## src/hdl/smc_pkg.sv

```systemverilog
/*
  Shared constants and types for the timer mode/readout slice:
  register byte offsets, field codes, reset values and state structs.
  Assumes a 32-bit AHB-Lite register bus, one aligned word per register.
*/
package smc_pkg;

  // ----------------------------------------------------------------
  // register byte offsets
  // ----------------------------------------------------------------
  localparam logic [7:0] SMC_OFS_CTRL_FIRST  = 8'h00;
  localparam logic [7:0] SMC_OFS_CTRL_SECOND = 8'h04;
  localparam logic [7:0] SMC_OFS_COUNT_LOW   = 8'h08;
  localparam logic [7:0] SMC_OFS_COUNT_HIGH  = 8'h0C;
  localparam logic [7:0] SMC_OFS_COMPARE_A   = 8'h10;
  localparam logic [7:0] SMC_OFS_STATUS      = 8'h14;
  localparam logic [7:0] SMC_OFS_CAPTURE     = 8'h18;

  // ----------------------------------------------------------------
  // field codes
  // ----------------------------------------------------------------
  localparam logic [1:0] SMC_MODE_COMPARE = 2'h0;
  localparam logic [1:0] SMC_MODE_CAPTURE = 2'h1;
  localparam logic [1:0] SMC_MODE_PWM     = 2'h2;
  localparam logic [1:0] SMC_MODE_TIMER   = 2'h3;
  // compare match output pin actions
  localparam logic [1:0] SMC_CMP_NOCHG    = 2'h0;
  localparam logic [1:0] SMC_CMP_LOW      = 2'h1;
  localparam logic [1:0] SMC_CMP_HIGH     = 2'h2;
  localparam logic [1:0] SMC_CMP_TOGGLE   = 2'h3;
  // pwm / single pulse pin functions
  localparam logic [1:0] SMC_PWM_INACTIVE = 2'h0;
  localparam logic [1:0] SMC_PWM_ACTIVE   = 2'h1;
  localparam logic [1:0] SMC_PWM_WAVE     = 2'h2;
  localparam logic [1:0] SMC_PWM_PULSE    = 2'h3;
  // capture edge selections
  localparam logic [1:0] SMC_CAP_RISE     = 2'h0;
  localparam logic [1:0] SMC_CAP_FALL     = 2'h1;
  localparam logic [1:0] SMC_CAP_BOTH     = 2'h2;

  // ----------------------------------------------------------------
  // widths, counts and bus values
  // ----------------------------------------------------------------
  localparam logic [6:0] SMC_P_LOW_ZERO   = 7'h00;  // 128-clock steps
  localparam logic [9:0] SMC_COUNT_ONE    = 10'h001;
  localparam logic [9:0] SMC_COUNT_ZERO   = 10'h000;
  localparam logic [2:0] SMC_HSIZE_WORD   = 3'h2;
  localparam logic       SMC_RESP_OKAY    = 1'b0;
  localparam logic [31:0] SMC_RDATA_ZERO  = 32'h0000_0000;

  // ----------------------------------------------------------------
  // register and state structs
  // ----------------------------------------------------------------
  typedef struct packed {
    logic       pause;
    logic       counter_run;
    logic [2:0] compare_p_value;
  } smc_ctrl_first_t;

  typedef struct packed {
    logic op_mode_sel_hi;
    logic op_mode_sel_lo;
    logic pin_func_sel_hi;
    logic pin_func_sel_lo;
    logic pin_initial_level;
    logic pin_invert;
    logic period_duty_swap;
    logic clear_source_sel;
  } smc_ctrl_second_t;

  typedef struct packed {
    smc_ctrl_first_t  ctrl_first;
    smc_ctrl_second_t control_reg_second;
    logic [9:0]       compare_a_value;
    logic [9:0]       count;
    logic [9:0]       capture_value;
    logic             run_q;
    logic             out_changed;
    logic             out_level;
    logic             match_a_flag;
    logic             match_p_flag;
    logic             capture_flag;
    logic             pin_o;
    logic             pin_oe;
    logic             wr_pend;
    logic [7:0]       wr_addr;
    logic [31:0]      rdata;
  } smc_state_t;

  typedef struct packed {
    logic s1;
    logic s2;
    logic s3;
    logic stable;
    logic rise;
    logic fall;
  } smc_sync_t;

  localparam smc_state_t SMC_STATE_RST = '0;
  localparam smc_sync_t  SMC_SYNC_RST  = '0;

endpackage

```

## src/hdl/smc_pin_sync.sv

```systemverilog
/*
  Three-stage synchroniser and edge detector for the timer pin input.
  Assumes the pin is asynchronous to clk; a change is accepted once
  the second and third stages agree.
*/
`timescale 1ns/1ps
`default_nettype none
module smc_pin_sync
  import smc_pkg::*;
(
  input  wire logic clk,
  input  wire logic reset,
  input  wire logic pin_async,
  output logic      level,
  output logic      rise,
  output logic      fall
);

  smc_sync_t st;
  smc_sync_t next_st;

  // shift chain; first stage feeds only the second stage
  always_comb begin
    next_st      = st;
    next_st.s1   = pin_async;
    next_st.s2   = st.s1;
    next_st.s3   = st.s2;
    next_st.rise = (st.s2 == st.s3) & st.s3 & ~st.stable;
    next_st.fall = (st.s2 == st.s3) & ~st.s3 & st.stable;
    if (st.s2 == st.s3) begin
      next_st.stable = st.s3;
    end
  end

  always_ff @(posedge clk) begin
    if (reset) begin
      st <= SMC_SYNC_RST;
    end else begin
      st <= next_st;
    end
  end

  assign level = st.stable;
  assign rise  = st.rise;
  assign fall  = st.fall;

endmodule // smc_pin_sync
`default_nettype wire

```

## src/hdl/smc_timer.sv

```systemverilog
/*
  Ten-bit timer with mode/output control and counter readout,
  reached over AHB-Lite.  One pin serves as compare/PWM output or
  capture input.
  Assumes a single master, whole-word single transfers and one clock;
  the counter advances once per SYS_CLK while running.
*/
`timescale 1ns/1ps
`default_nettype none

// Summary of operation
// - mode field picks compare, capture, PWM, timer
// - compare P sets the match point to P times 128, less one
// - A match: keep, low, high, toggle pin
// - PWM: force inactive, active, wave, pulse
// - capture on rise, fall, both, or off
// - match to same level shows no change
// - run rising edge restores initial pin level
// - initial level bit sets pre-match pin
// - level bit picks PWM active polarity
// - invert bit flips driven pin level
// - swap bit exchanges period and duty sources
// - clear source ignored in PWM and capture
// - low byte reads counter bits seven..zero
// - run rising clears counter; off freezes it
// - only A match changes compare pin
// - high byte reads counter bits nine, eight
module smc_timer
  import smc_pkg::*;
(
  input  wire logic        SYS_CLK,
  input  wire logic        RESET,
  input  wire logic        HSEL,
  input  wire logic [31:0] HADDR,
  input  wire logic [1:0]  HTRANS,
  input  wire logic        HWRITE,
  input  wire logic [2:0]  HSIZE,
  input  wire logic [31:0] HWDATA,
  input  wire logic        HREADY,
  output logic             HREADYOUT,
  output logic [31:0]      HRDATA,
  output logic             HRESP,
  input  wire logic        TIMER_IO_PIN_I,
  output logic             TIMER_IO_PIN_O,
  output logic             TIMER_IO_PIN_OE
);

  // ----------------------------------------------------------------
  // helpers
  // ----------------------------------------------------------------

  // builds the word that a register read returns
  function automatic logic [31:0] read_word(
    input smc_state_t s,
    input logic       pin_lvl,
    input logic [7:0] a
  );
    logic [31:0] w;
    w = SMC_RDATA_ZERO;
    case (a)
      SMC_OFS_CTRL_FIRST: begin
        w[7]   = s.ctrl_first.pause;
        w[3]   = s.ctrl_first.counter_run;
        w[2:0] = s.ctrl_first.compare_p_value;
      end
      SMC_OFS_CTRL_SECOND: begin
        w[7:0] = s.control_reg_second;
      end
      SMC_OFS_COUNT_LOW: begin
        w[7:0] = s.count[7:0];
      end
      SMC_OFS_COUNT_HIGH: begin
        w[1:0] = s.count[9:8];
      end
      SMC_OFS_COMPARE_A: begin
        w[9:0] = s.compare_a_value;
      end
      SMC_OFS_STATUS: begin
        w[3:0] = {pin_lvl, s.capture_flag, s.match_p_flag,
                  s.match_a_flag};
      end
      SMC_OFS_CAPTURE: begin
        w[9:0] = s.capture_value;
      end
      default: begin
        w = SMC_RDATA_ZERO;
      end
    endcase
    return w;
  endfunction

  // ----------------------------------------------------------------
  // state and pin input
  // ----------------------------------------------------------------
  smc_state_t st;
  smc_state_t next_st;

  logic pin_level;
  logic pin_rise;
  logic pin_fall;

  smc_pin_sync u_sync (
    .clk       (SYS_CLK),
    .reset     (RESET),
    .pin_async (TIMER_IO_PIN_I),
    .level     (pin_level),
    .rise      (pin_rise),
    .fall      (pin_fall)
  );

  // ----------------------------------------------------------------
  // field decode
  // ----------------------------------------------------------------
  logic [1:0] mode;
  logic [1:0] func;
  logic       oc;
  logic       cmp_like;
  logic       is_pwm;
  logic       is_pulse;

  // mode and pin function as two-bit codes
  assign mode = {st.control_reg_second.op_mode_sel_hi,
                 st.control_reg_second.op_mode_sel_lo};
  assign func = {st.control_reg_second.pin_func_sel_hi,
                 st.control_reg_second.pin_func_sel_lo};
  assign oc   = st.control_reg_second.pin_initial_level;
  // compare and timer modes share the counting behaviour
  assign cmp_like = (mode == SMC_MODE_COMPARE) |
                    (mode == SMC_MODE_TIMER);
  assign is_pwm   = (mode == SMC_MODE_PWM);
  assign is_pulse = is_pwm & (func == SMC_PWM_PULSE);

  // ----------------------------------------------------------------
  // counter and comparators
  // ----------------------------------------------------------------
  logic       run_rise;
  logic       counting;
  logic [9:0] p_top;
  logic [9:0] p_edge;
  logic       p_hit;
  logic       a_hit;
  logic       clr;

  // run edge taken one cycle after the write lands
  assign run_rise = st.ctrl_first.counter_run & ~st.run_q;
  assign counting = st.ctrl_first.counter_run &
                    ~st.ctrl_first.pause & ~run_rise;
  // P sets only bits 9..7 of p_edge and the match point is one below it, so its points are 128-count steps;
  // a zero setting wraps to 1023, i.e. a plain overflow
  assign p_edge = {st.ctrl_first.compare_p_value, SMC_P_LOW_ZERO};
  assign p_top  = p_edge - SMC_COUNT_ONE;
  assign p_hit  = counting & (st.count == p_top);
  assign a_hit  = counting & (st.count == st.compare_a_value);

  // clear source per mode; single pulse stops instead of clearing
  always_comb begin
    if (cmp_like) begin
      clr = st.control_reg_second.clear_source_sel ?
            a_hit : p_hit;
    end else if (is_pulse) begin
      clr = 1'b0;
    end else if (is_pwm) begin
      clr = st.control_reg_second.period_duty_swap ?
            a_hit : p_hit;
    end else begin
      clr = p_hit;
    end
  end

  // ----------------------------------------------------------------
  // pin output shaping
  // ----------------------------------------------------------------
  logic cmp_level;
  logic cmp_next;
  logic duty_act;
  logic pwm_act;
  logic drive;

  // before any match the pin shows the initial level bit
  assign cmp_level = st.out_changed ? st.out_level : oc;

  // level requested by an A match; equal level shows no change
  always_comb begin
    case (func)
      SMC_CMP_LOW:    cmp_next = 1'b0;
      SMC_CMP_HIGH:   cmp_next = 1'b1;
      SMC_CMP_TOGGLE: cmp_next = ~cmp_level;
      default:        cmp_next = cmp_level;
    endcase
  end

  // duty comes from whichever compare does not set the period
  assign duty_act = st.control_reg_second.period_duty_swap ?
                    (st.count < p_edge) :
                    (st.count < st.compare_a_value);

  // pwm internal waveform keeps running even when forced
  always_comb begin
    case (func)
      SMC_PWM_INACTIVE: pwm_act = 1'b0;
      SMC_PWM_ACTIVE:   pwm_act = 1'b1;
      SMC_PWM_WAVE:     pwm_act = duty_act & st.ctrl_first.counter_run;
      default:          pwm_act = st.ctrl_first.counter_run;
    endcase
  end

  // choose level per mode, then polarity and inversion
  always_comb begin
    if (is_pwm) begin
      drive = pwm_act ? oc : ~oc;
    end else begin
      drive = cmp_level;
    end
  end

  // ----------------------------------------------------------------
  // capture and bus decode
  // ----------------------------------------------------------------
  logic cap_evt;
  logic ap;
  logic wr_ok;
  logic [2:0] flag_clr;

  // edge select; code 11 disables capture
  always_comb begin
    cap_evt = 1'b0;
    if ((mode == SMC_MODE_CAPTURE) & st.ctrl_first.counter_run) begin
      case (func)
        SMC_CAP_RISE: cap_evt = pin_rise;
        SMC_CAP_FALL: cap_evt = pin_fall;
        SMC_CAP_BOTH: cap_evt = pin_rise | pin_fall;
        default:      cap_evt = 1'b0;
      endcase
    end
  end

  // address phase accepted on any valid transfer, zero wait
  assign ap    = HSEL & HTRANS[1] & HREADY;
  assign wr_ok = ap & HWRITE & (HSIZE == SMC_HSIZE_WORD);
  // write-one-to-clear mask for the status flags
  assign flag_clr = (st.wr_pend & (st.wr_addr == SMC_OFS_STATUS)) ?
                    HWDATA[2:0] : 3'h0;

  // ----------------------------------------------------------------
  // next state
  // ----------------------------------------------------------------
  always_comb begin
    next_st = st;
    next_st.run_q = st.ctrl_first.counter_run;

    // counter: clear on run edge, hold when off or paused
    if (run_rise) begin
      next_st.count = SMC_COUNT_ZERO;
    end else if (counting) begin
      if (clr) begin
        next_st.count = SMC_COUNT_ZERO;
      end else begin
        next_st.count = st.count + SMC_COUNT_ONE;
      end
    end

    // single pulse ends on an A match by dropping run
    if (is_pulse & a_hit) begin
      next_st.ctrl_first.counter_run = 1'b0;
    end

    // compare pin: reset on run edge, only A matches move it
    if (run_rise) begin
      next_st.out_changed = 1'b0;
    end else if ((mode == SMC_MODE_COMPARE) & a_hit &
                 (func != SMC_CMP_NOCHG)) begin
      next_st.out_changed = 1'b1;
      next_st.out_level   = cmp_next;
    end

    // registered pin; timer and capture modes do not drive it
    next_st.pin_o  = drive ^ st.control_reg_second.pin_invert;
    next_st.pin_oe = (mode == SMC_MODE_COMPARE) | is_pwm;

    // capture latches the live count
    if (cap_evt) begin
      next_st.capture_value = st.count;
    end

    // sticky flags, a set in the clear cycle wins
    next_st.match_a_flag = (st.match_a_flag & ~flag_clr[0]) | a_hit;
    next_st.match_p_flag = (st.match_p_flag & ~flag_clr[1]) |
                           (p_hit & ~is_pulse &
                            ~(cmp_like &
                              st.control_reg_second.clear_source_sel));
    next_st.capture_flag = (st.capture_flag & ~flag_clr[2]) | cap_evt;

    // bus address phase
    next_st.wr_pend = wr_ok;
    next_st.wr_addr = HADDR[7:0];
    if (ap & ~HWRITE) begin
      next_st.rdata = read_word(st, pin_level, HADDR[7:0]);
    end

    // bus data phase; software write overrides hardware run clear
    if (st.wr_pend) begin
      case (st.wr_addr)
        SMC_OFS_CTRL_FIRST: begin
          next_st.ctrl_first.pause           = HWDATA[7];
          next_st.ctrl_first.counter_run     = HWDATA[3];
          next_st.ctrl_first.compare_p_value = HWDATA[2:0];
        end
        SMC_OFS_CTRL_SECOND: begin
          next_st.control_reg_second = HWDATA[7:0];
        end
        SMC_OFS_COMPARE_A: begin
          next_st.compare_a_value = HWDATA[9:0];
        end
        default: begin
          next_st.wr_pend = wr_ok;  // read-only and unmapped: ignored
        end
      endcase
    end
  end

  // ----------------------------------------------------------------
  // state register
  // ----------------------------------------------------------------

  // synchronous reset brings every field to zero
  always_ff @(posedge SYS_CLK) begin
    if (RESET) begin
      st <= SMC_STATE_RST;
    end else begin
      st <= next_st;
    end
  end

  // ----------------------------------------------------------------
  // outputs
  // ----------------------------------------------------------------

  // slave never stalls and always answers okay
  assign HREADYOUT       = 1'b1;
  assign HRESP           = SMC_RESP_OKAY;
  assign HRDATA          = st.rdata;
  assign TIMER_IO_PIN_O  = st.pin_o;
  assign TIMER_IO_PIN_OE = st.pin_oe;

endmodule // smc_timer
`default_nettype wire

```

## config.mk

```make
export PLATFORM = sky130hd
export DESIGN_NAME = smc_timer
export DESIGN_NICKNAME = d
export VERILOG_FILES = /design/src/hdl/smc_pkg.sv /design/src/hdl/smc_pin_sync.sv /design/src/hdl/smc_timer.sv
export SDC_FILE = /design/constraint.sdc
export NUM_CORES = 1
export LEC_CHECK = 0
export ABC_AREA = 1
export ABC_CLOCK_PERIOD_IN_PS = 2100
export BUFFER_PORTS_ARGS = -buffer_cell sky130_fd_sc_hd__clkbuf_2
export CAP_MARGIN = 5
export CORE_ASPECT_RATIO = 1.2
export CORE_MARGIN = 3
export CORE_UTILIZATION = 50
export DETAILED_ROUTE_END_ITERATION = 8
export PLACE_DENSITY = 0.81
export SYNTH_ARGS = -nofsm -noshare
export SYNTH_HDL_FRONTEND = slang
export SYNTH_SLANG_ARGS = --single-unit
```

## constraint.sdc

```tcl
create_clock -name SYS_CLK -period 2.1 [get_ports SYS_CLK]
set_input_delay 0.21 -clock SYS_CLK [delete_from_list [all_inputs] [get_ports SYS_CLK]]
set_output_delay 0.21 -clock SYS_CLK [all_outputs]
set_load 0.02 [all_outputs]
```

* Word-level counts from Yosys, hierarchy flattened *
Index checks and enable logic that the tools add are counted.

storage, ports and cells
  RAM bits = 0
  memories kept = 0
  bits of input ports = 75
  bits in registers = 76
  output and inout port bits = 36
  latch bits = 0
  ROM bits = 0
  word-level logic and storage cells = 136

operators by class
  bitwise logic cells = 47
  $lt $le $gt $ge = 2
  shift operators = 0
  divide/modulo/power cells = 0
  eq/ne operators = 19
  multiply operators = 0
  add/subtract/negate cells = 2
  multiplexer cells = 25
  reduce and logical (&&, ||, !) cells = 10

operators with widths
  operator                 count
  $eq A8 B5 Y1 const B     5
  $and A1 B1 Y1            27
  $mux W22                 1
  $eq A10 B10 Y1           2
  $lt A10 B10 Y1           2
  $mux W10                 2
  $eq A8 B3 Y1 const B     2
  $eq A8 B4 Y1 const B     2
  $logic_not A8 Y1         2
  $pmux W2 S7              1
  $not A1 Y1               13
  $pmux W2 S6              1
  $pmux W3 S4              1
  $mux W1                  11
  $add A10 B1 Y10 const B  1
  $sub A10 B1 Y10 const B  1
  $pmux W1 S3              3
  $eq A2 B2 Y1 const B     4
  $mux W8                  1
  $reduce_and A2 Y1        4
  $or A1 B1 Y1             6
  $pmux W1 S5              1
  $eq A2 B1 Y1 const B     2
  $logic_not A2 Y1         2
  other kinds (8)          8

* Logic depth before layout (Yosys ltp) *
Gate-level depths: netlist of run 1.

  depth after elaboration = 10
  gate-level depth with buffers = 15
  gate-level depth less buffers = 15

* Modules after synthesis *
From an unflattened synthesis of run 1, not the netlist that was laid out.

unflattened totals
  cells, all modules = 538
  area total of the unflattened synthesis = 3891.2 um2

modules (own cells, without submodules)
  module        cells an instance  seq. area each (um2)  instances  area an instance (um2)
  smc_timer     513                1401.3                1          3682.3
  smc_pin_sync  25                 120.1                 1          209.0

* Worst setup path before layout of run 1 *
OpenSTA, ideal clock, no wires.

  kind = flip-flop to flip-flop
  from = reg st[68] (netlist bit)
  to = reg st[60] (netlist bit)
  path slack = 557 ps
  setup time = 130 ps
  buffers on the path = 0
  required time = 1970 ps
  arrival = 1413 ps
  clock period less this slack = 1543 ps
  stages on the path, launching flop included = 9
  path through = dfxtp_1 -> ha_1 -> nand2_1 -> nor2_1 -> nand3_1 -> a22oi_1 -> nand2_2 -> nand3b_1 -> a21oi_1

on the way
  longest elaborated chain between the ends = 7
  elaborated cells on any way between the ends = 10
  those cells by class = 2 x eq/ne; 6 x mux; 2 x bitwise

RTL lines
  item                                      RTL line                            text
  start, declared                           smc_timer.sv:95                     smc_state_t st;
  start signal, assigned                    smc_timer.sv:330                    st <= next_st;
  $eq A10 B10 Y1, on equally long branches  smc_timer.sv:152, smc_timer.sv:153
  $and A1 B1 Y1, on equally long branches   smc_timer.sv:152, smc_timer.sv:153
  $mux W1                                   smc_timer.sv:163                    clr = st.control_reg_second.period_duty_swap ?
  $mux W1                                   smc_timer.sv:162                    end else if (is_pwm) begin
  $mux W1                                   smc_timer.sv:160                    end else if (is_pulse) begin
  $mux W1 (*)                               smc_timer.sv:157                    if (cmp_like) begin
  $mux W10 (*)                              smc_timer.sv:255                    if (clr) begin

Mark *: on every way between the ends. The rest lies on a longest branch, timed or not.
A chain may end at the register's enable or synchronous reset.

* Final worst setup path of run 1 *
  from = reg st[73] (netlist bit)
  to = reg st[46] (netlist bit)

on the way
  longest elaborated chain between the ends = 5

RTL lines
  item                         RTL line          text
  $eq A10 B10 Y1               smc_timer.sv:153  assign a_hit = counting & (st.count == st.compare_a_value);
  $and A1 B1 Y1                smc_timer.sv:153
  $and A1 B1 Y1 (2 in series)  smc_timer.sv:270  end else if ((mode == SMC_MODE_COMPARE) & a_hit &
  $reduce_and A2 Y1 (no line)  -

Every way passes these cells.

==> reports/results.txt, run 1 <==
Cell variety after synth -> 40
CORE AREA -> 7400 um2
Cell mode on critical path -> nor2_1
Crit path capture type -> flop
Yosys top cell by area -> dfxtp_1
Final setup fails -> 0
Synth top area share -> 39.0%
Pwr dens -> 633 nW/um2
Global route overflow -> 0
CP cell instances -> inv_1 -> ha_1 -> nand2_1 -> nor2_1 -> nand3_1 -> a2111oi_0 -> nor2_1
Clock Tree Buf Depth -> 2
Routed len/inst -> 14.3 um
Cts hold-fix bufs -> 0
Final-layout fill cell count -> 708
CTS clock-pin slew for the worst setup and hold paths -> 90 ps
CP delay by family, top -> simple AND/OR/NAND/NOR gates
CTS tree -> built
First-pass GRT wire length -> 15200 um
Final core utilization -> 57.3%
RSZ-0062 raised after global routing -> no
Starting DRT DRC Count -> 171
Top_reg_cell synth -> dfxtp_1
Worst Path Buf+Inv -> 1
Top Layer Used -> met4
Largest net degree at the start of global routing -> 26
Setup Crit Path Kind -> flop to flop
Hpwl dp -> 7240 um
Critical-path top delay cell -> a2111oi_0
LEAKAGE -> 1.84 nW
WL met3 -> 560 um
Post-CTS Setup Inserts -> 0
Max Fclk -> 0.533 GHz
Slowest stage delay, CP -> 460 ps
Starting Density -> 52.7%
I/O pins -> 111
Synth Cell Area -> 3900 um2
Worst slew pin tran -> 491 ps
Vias -> 3401
Drt total wl -> 9430 um
Placer Congestion -> 0.932
Synth area leaders -> dfxtp_1 (39%), nand2_1 (8.0%), a21oi_1 (7.2%)
Die X-Extent -> 86.6 um
Worst slew margin -> 66.4%
Initial antenna violation count -> 0
Clk Latency, worst-skew pair -> 360 ps
HP Class -> input port to flop
Area growth, synth to finish -> 8.80%
Min cycle time layout -> 1880 ps
MaxCap Viol Count -> 0
Status -> finished clean
Sequential fraction of the synthesis area -> 39.0%
Cells after Synth -> 526
Total CTS buffers -> 9
Post-synth ARST share -> 0%
CTS Sinks -> 76
Gr usage total -> 22.3%
Startpoint Class -> flop
Flops & latches, synth -> 76
Worst Path Required -> 2330 ps
Final net count -> 659
Metal-1 WL -> 3940 um
Sum Neg Setup Slack -> 0 ps
Drt via density -> 5.16
Total iterations of the first detailed-routing run -> 5
Peak supply drop -> 448 uV
Share of cells above drive strength 1 -> 14.4%
Post-synth EDFFs -> 0
Final Skew -> 12.3 ps
Worst path arrival time -> 2100 ps
# port buffers -> 39
DIE AREA -> 8890 um2
Die Ht -> 103 um
Final hold vios -> 0
Antenna-violating nets left -> 0
Post-Syn Area per Cell -> 7.41 um2
DRC viols -> 0
Synth warn -> 0
Cts repair resizes -> 0
Tot Pwr -> 2.68 mW
Htree depth -> 3
Vias in the first global route -> 3207
Final Max Slew Viols -> 0
Row count -> 34
DR WL met2 -> 4670 um
Crit-path max FO -> 5
CTS Root Cell -> clkbuf_8
Ant diodes -> 0
Period utilisation layout -> 89.3%
-- power breakdown --
part | switching [mW] | total, mW | internal (mW)
Sequential | 0.00962 | 1.47 | 1.46
Clock | 0.608 | 1.06 | 0.449
Combinational | 0.116 | 0.161 | 0.0454
-- synthesized netlist by cell type (4+ instances only) --
cell	instances
xor2_1	5
nand3b_1	4
nand2_2	4
nand2_1	83
nor2_1	52
o22ai_1	8
buf_4	34
inv_1	71
nand3_1	17
o21ai_0	51
a21oi_1	56
dfxtp_1	76
nor3_2	4
ha_1	20
clkbuf_1	6
-- worst reg2reg max path, cell delays in order, from the launching register on --
cell       delay (ps)
dfxtp_1           330
inv_1             120
ha_1              300
nand2_1            60
nor2_1            160
nand3_1           240
a2111oi_0         460
nor2_1             80
-- logic make-up (layout without fill, tap and decap cells) --
group / count (synthesis) / count (layout) / share of synthesized area, %
flip-flops: 76 / 76 / 39.0
other: 2 / 24 / 0.193
adder cells (fa/ha/maj): 20 / 20 / 6.42
XOR/XNOR: 6 / 6 / 1.35
AND/OR/NAND/NOR: 178 / 178 / 21.0
AO/OA/AOI/OAI: 125 / 125 / 16.9
buffers and inverters: 119 / 140 / 15.1
-- stage by stage --
stage	cells	instance area, um2	hold slack (ps)	worst slack [ps]
floorplan	548	3980	279	557
global placement	643	4060	390	302
detailed placement	643	4060	396	281
CTS	659	4240	8.42	270
global route	659	4240	11.2	94.5
finish	659	4240	12.1	224
-- cells in the final DEF (no fill, tap or decap), types with 8 or more instances in the layout --
cell type,Yosys,layout
a21oi_1,56,56
buf_4,34,10
clkbuf_2,0,39
clkbuf_8,1,9
conb_1,2,24
dfxtp_1,76,76
ha_1,20,20
inv_1,71,71
nand2_1,83,83
nand3_1,17,17
nor2_1,52,52
o21ai_0,51,51
o22ai_1,8,8
-- state kept, by name (all words and copies together), names as in the netlist --
register,cells
next_st,1
func,2
mode,2
u_sync.level,1
HRDATA,10
oc,1
TIMER_IO_PIN_O,1
u_sync.fall,1
TIMER_IO_PIN_OE,1
u_sync.st,1
p_edge,3
u_sync.rise,1
st,49
u_sync.next_st,2
-- area by class of cell --
class | instances | area [um2] | area share [%]
inverters | 75 | 282 | 6.64
clock buffers | 9 | 124 | 2.92
clock inverters | 7 | 60.1 | 1.42
multi-input cells | 353 | 1870 | 44.1
well taps | 90 | 113 | 2.66
repair buffers | 49 | 270 | 6.37
flip-flops and latches | 76 | 1520 | 35.9
-- final timing paths --
| check | slack [ps] | depth (start not counted) | startpoint | end |
|---|---|---|---|---|
| max | 220 | 7 | st[73] | st[46] |
| min | 10 | 2 | HSIZE[0] | st[40] |
| max reg2reg | 220 | 7 | st[73] | st[46] |
| min reg2reg | 420 | 2 | u_sync.next_st[4] | u_sync.next_st[3] |
-- per-layer routing --
| metal | vias to the layer above | track usage, % |
|---|---|---|
| met4 | 0 | 8.87 |
| met5 | - | 0 |
| met1 | 1547 | 27.3 |
| met3 | 20 | 4.40 |
| li1 | 1729 | - |
| met2 | 105 | 38.4 |
No activity file was read; power rests on OpenSTA's default activity.
==> run 2: changes to the inputs <==
REMOVE_ABC_BUFFERS = 1   (was not set)
==> run 2 against run 1 <==
Compared with the run above: fmax fell by 2.5%; register-to-register slack got worse by 50 ps; cell count fell by 0.30%; via count rose by 1.9%; clock-buffer cell count did not move; core utilization rose by 0.29 points; clock power rose by 16%.
==> reports/results.txt, run 2 (same netlist as run 1, synthesis figures left out) <==
Post-CTS Setup Inserts -> 0 (unchanged)
Setup Crit Path Kind -> flop to flop
Global route overflow -> 0 (unchanged)
Row count -> 34 (unchanged)
RSZ-0062 raised after global routing -> no
Pre-CTS setup slack -> 222 ps (-59.2 ps)
Period utilisation layout -> 91.6% (+2.3 points)
Crit path capture type -> flop
Starting Density -> 52.7% (unchanged)
Final worst setup slack -> 176 ps (-48.2 ps)
DIE AREA -> 8890 um2 (unchanged)
Worst slew margin -> 58.5% (-7.9 points)
CTS Root Cell -> clkbuf_8
Antenna-violating nets left -> 0 (unchanged)
Seq pwr share -> 51.3% (-3.3 points)
Worst slew pin tran -> 616 ps (+125 ps)
Ant diodes -> 0 (unchanged)
Cts hold-fix bufs -> 0 (unchanged)
MaxCap Viol Count -> 0 (unchanged)
Total iterations of the first detailed-routing run -> 5 (unchanged)
Pwr dens -> 671 nW/um2 (+5.9%)
Placer Congestion -> 0.950 (+1.9%)
Routed len/inst -> 14.6 um (+1.8%)
Hpwl dp -> 7240 um (about the same)
I/O pins -> 111 (unchanged)
Highest-count cells in the layout ignoring fill and taps -> nand2_1 (83), dfxtp_1 (76), inv_1 (71)
Combinational share of power -> 5.7% (-0.3 points)
Max Fclk -> 0.520 GHz (-2.5%)
Tot Pwr -> 2.86 mW (+6.5%)
Vias -> 3466 (+1.9%)
Reg-to-reg slack, setup -> 180 ps (-50 ps)
Cts repair resizes -> 0 (unchanged)
Die X-Extent -> 86.6 um (unchanged)
Largest net degree at the start of global routing -> 23 (-12%)
Initial antenna violation count -> 0 (unchanged)
CTS Sinks -> 76 (unchanged)
Startpoint Class -> flop
Gr usage total -> 22.3% (+0.037 points)
Final hold vios -> 0 (unchanged)
Crit-path max FO -> 5 (unchanged)
Peak supply drop -> 520 uV (+16%)
Clk Latency, worst-skew pair -> 360 ps (about the same)
Sw power -> 691 uW (-5.8%)
Sum Neg Setup Slack -> 0 ps (unchanged)
Most flops, register -> st
Drt total wl -> 9560 um (+1.5%)
# port buffers -> 39 (unchanged)
Drt via density -> 5.28 (+2.2%)
Htree depth -> 3 (unchanged)
Starting DRT DRC Count -> 233 (+36%)
Status -> finished clean
Die Ht -> 103 um (unchanged)
DRC viols -> 0 (unchanged)
Clock Tree Buf Depth -> 2 (unchanged)
Largest register FFs -> 49 (unchanged)
Switching Share -> 24.2% (-3.2 points)
Pint -> 2.17 mW (+11%)
Min cycle time layout -> 1920 ps (+48.2 ps)
Vias in the first global route -> 3251 (+1.4%)
HP Class -> input port to flop
Final setup fails -> 0 (unchanged)
Total CTS buffers -> 9 (unchanged)
CTS tree -> built
Worst Path Required -> 2340 ps (about the same)
CTS clock-pin slew for the worst setup and hold paths -> 80 ps (about the same)
Clock share of power -> 43.0% (+3.6 points)
Area growth, synth to finish -> 9.34%
Final Skew -> 10.5 ps (-1.76 ps)
Leading cell type in the layout, fill and taps excluded -> nand2_1
CORE AREA -> 7400 um2 (unchanged)
Final Max Slew Viols -> 0 (unchanged)
LEAKAGE -> 1.85 nW (+0.42%)
Share of cells above drive strength 1 -> 14.1% (-0.30 points)
Final net count -> 658 (-0.15%)
First-pass GRT wire length -> 15200 um (about the same)
Worst path arrival time -> 2160 ps (+60 ps)
## run 2: changes by cell type in the layout (fill, tap and decap cells not counted), sizes merged
cell / delta
clkinv: -1
buf: -1
bufinv: +2
inv: -2
## run 2: layout make-up
class / count / area, um2
tap: 90 / 113
timing repair buffer: 48 / 263
inverter: 75 / 282
clock buffer: 9 / 124
clock inverter: 6 / 88.8
multi-input combinational: 353 / 1870
sequential: 76 / 1520
fill: 734 / 3140
## run 2: stage by stage
step	area [um2]	cells	utilization, %	hold WS (ps)
floorplan	3670	504	-	279
global placement	4050	642	54.7	376
detailed placement	4050	642	54.7	381
CTS	4260	657	57.6	12.3
global route	4260	657	57.6	28.2
finish	4260	657	57.6	12.5
## run 2: routing by layer
metal  wire length (um)  vias to the layer above  track usage [%]
met1               3810                     1567             26.5
met5                  0                        -                0
met4                333                        0             12.7
met3                647                       31             3.76
met2               4770                      139             38.0
li1                   -                     1729                -
## run 2: power groups by stage
| stage | Combinational, mW | Clock [mW] | Sequential, mW |
|---|---|---|---|
| finish | 0.163 | 1.23 | 1.47 |
| detailed placement | 0.161 | 0 | 1.50 |
| global route | 0.184 | 1.30 | 1.47 |
| floorplan | 0.0916 | 0 | 1.50 |
| global placement | 0.157 | 0 | 1.50 |
| CTS | 0.161 | 1.23 | 1.47 |
## run 2: worst paths after layout
path                           from                 to  cells after the start
hold reg to reg   u_sync.next_st[4]  u_sync.next_st[3]                      2
setup / recovery             st[59]             st[46]                      7
hold / removal             HSIZE[0]             st[40]                      2
setup reg to reg             st[59]             st[46]                      7
## run 2: worst max-delay path, stage by stage, from the launching register on
cell       delay [ps]
dfxtp_1           390
inv_1             130
ha_1              300
nand2_1            50
nor2_1            150
nand3_1           250
a2111oi_0         450
nor2_1            100
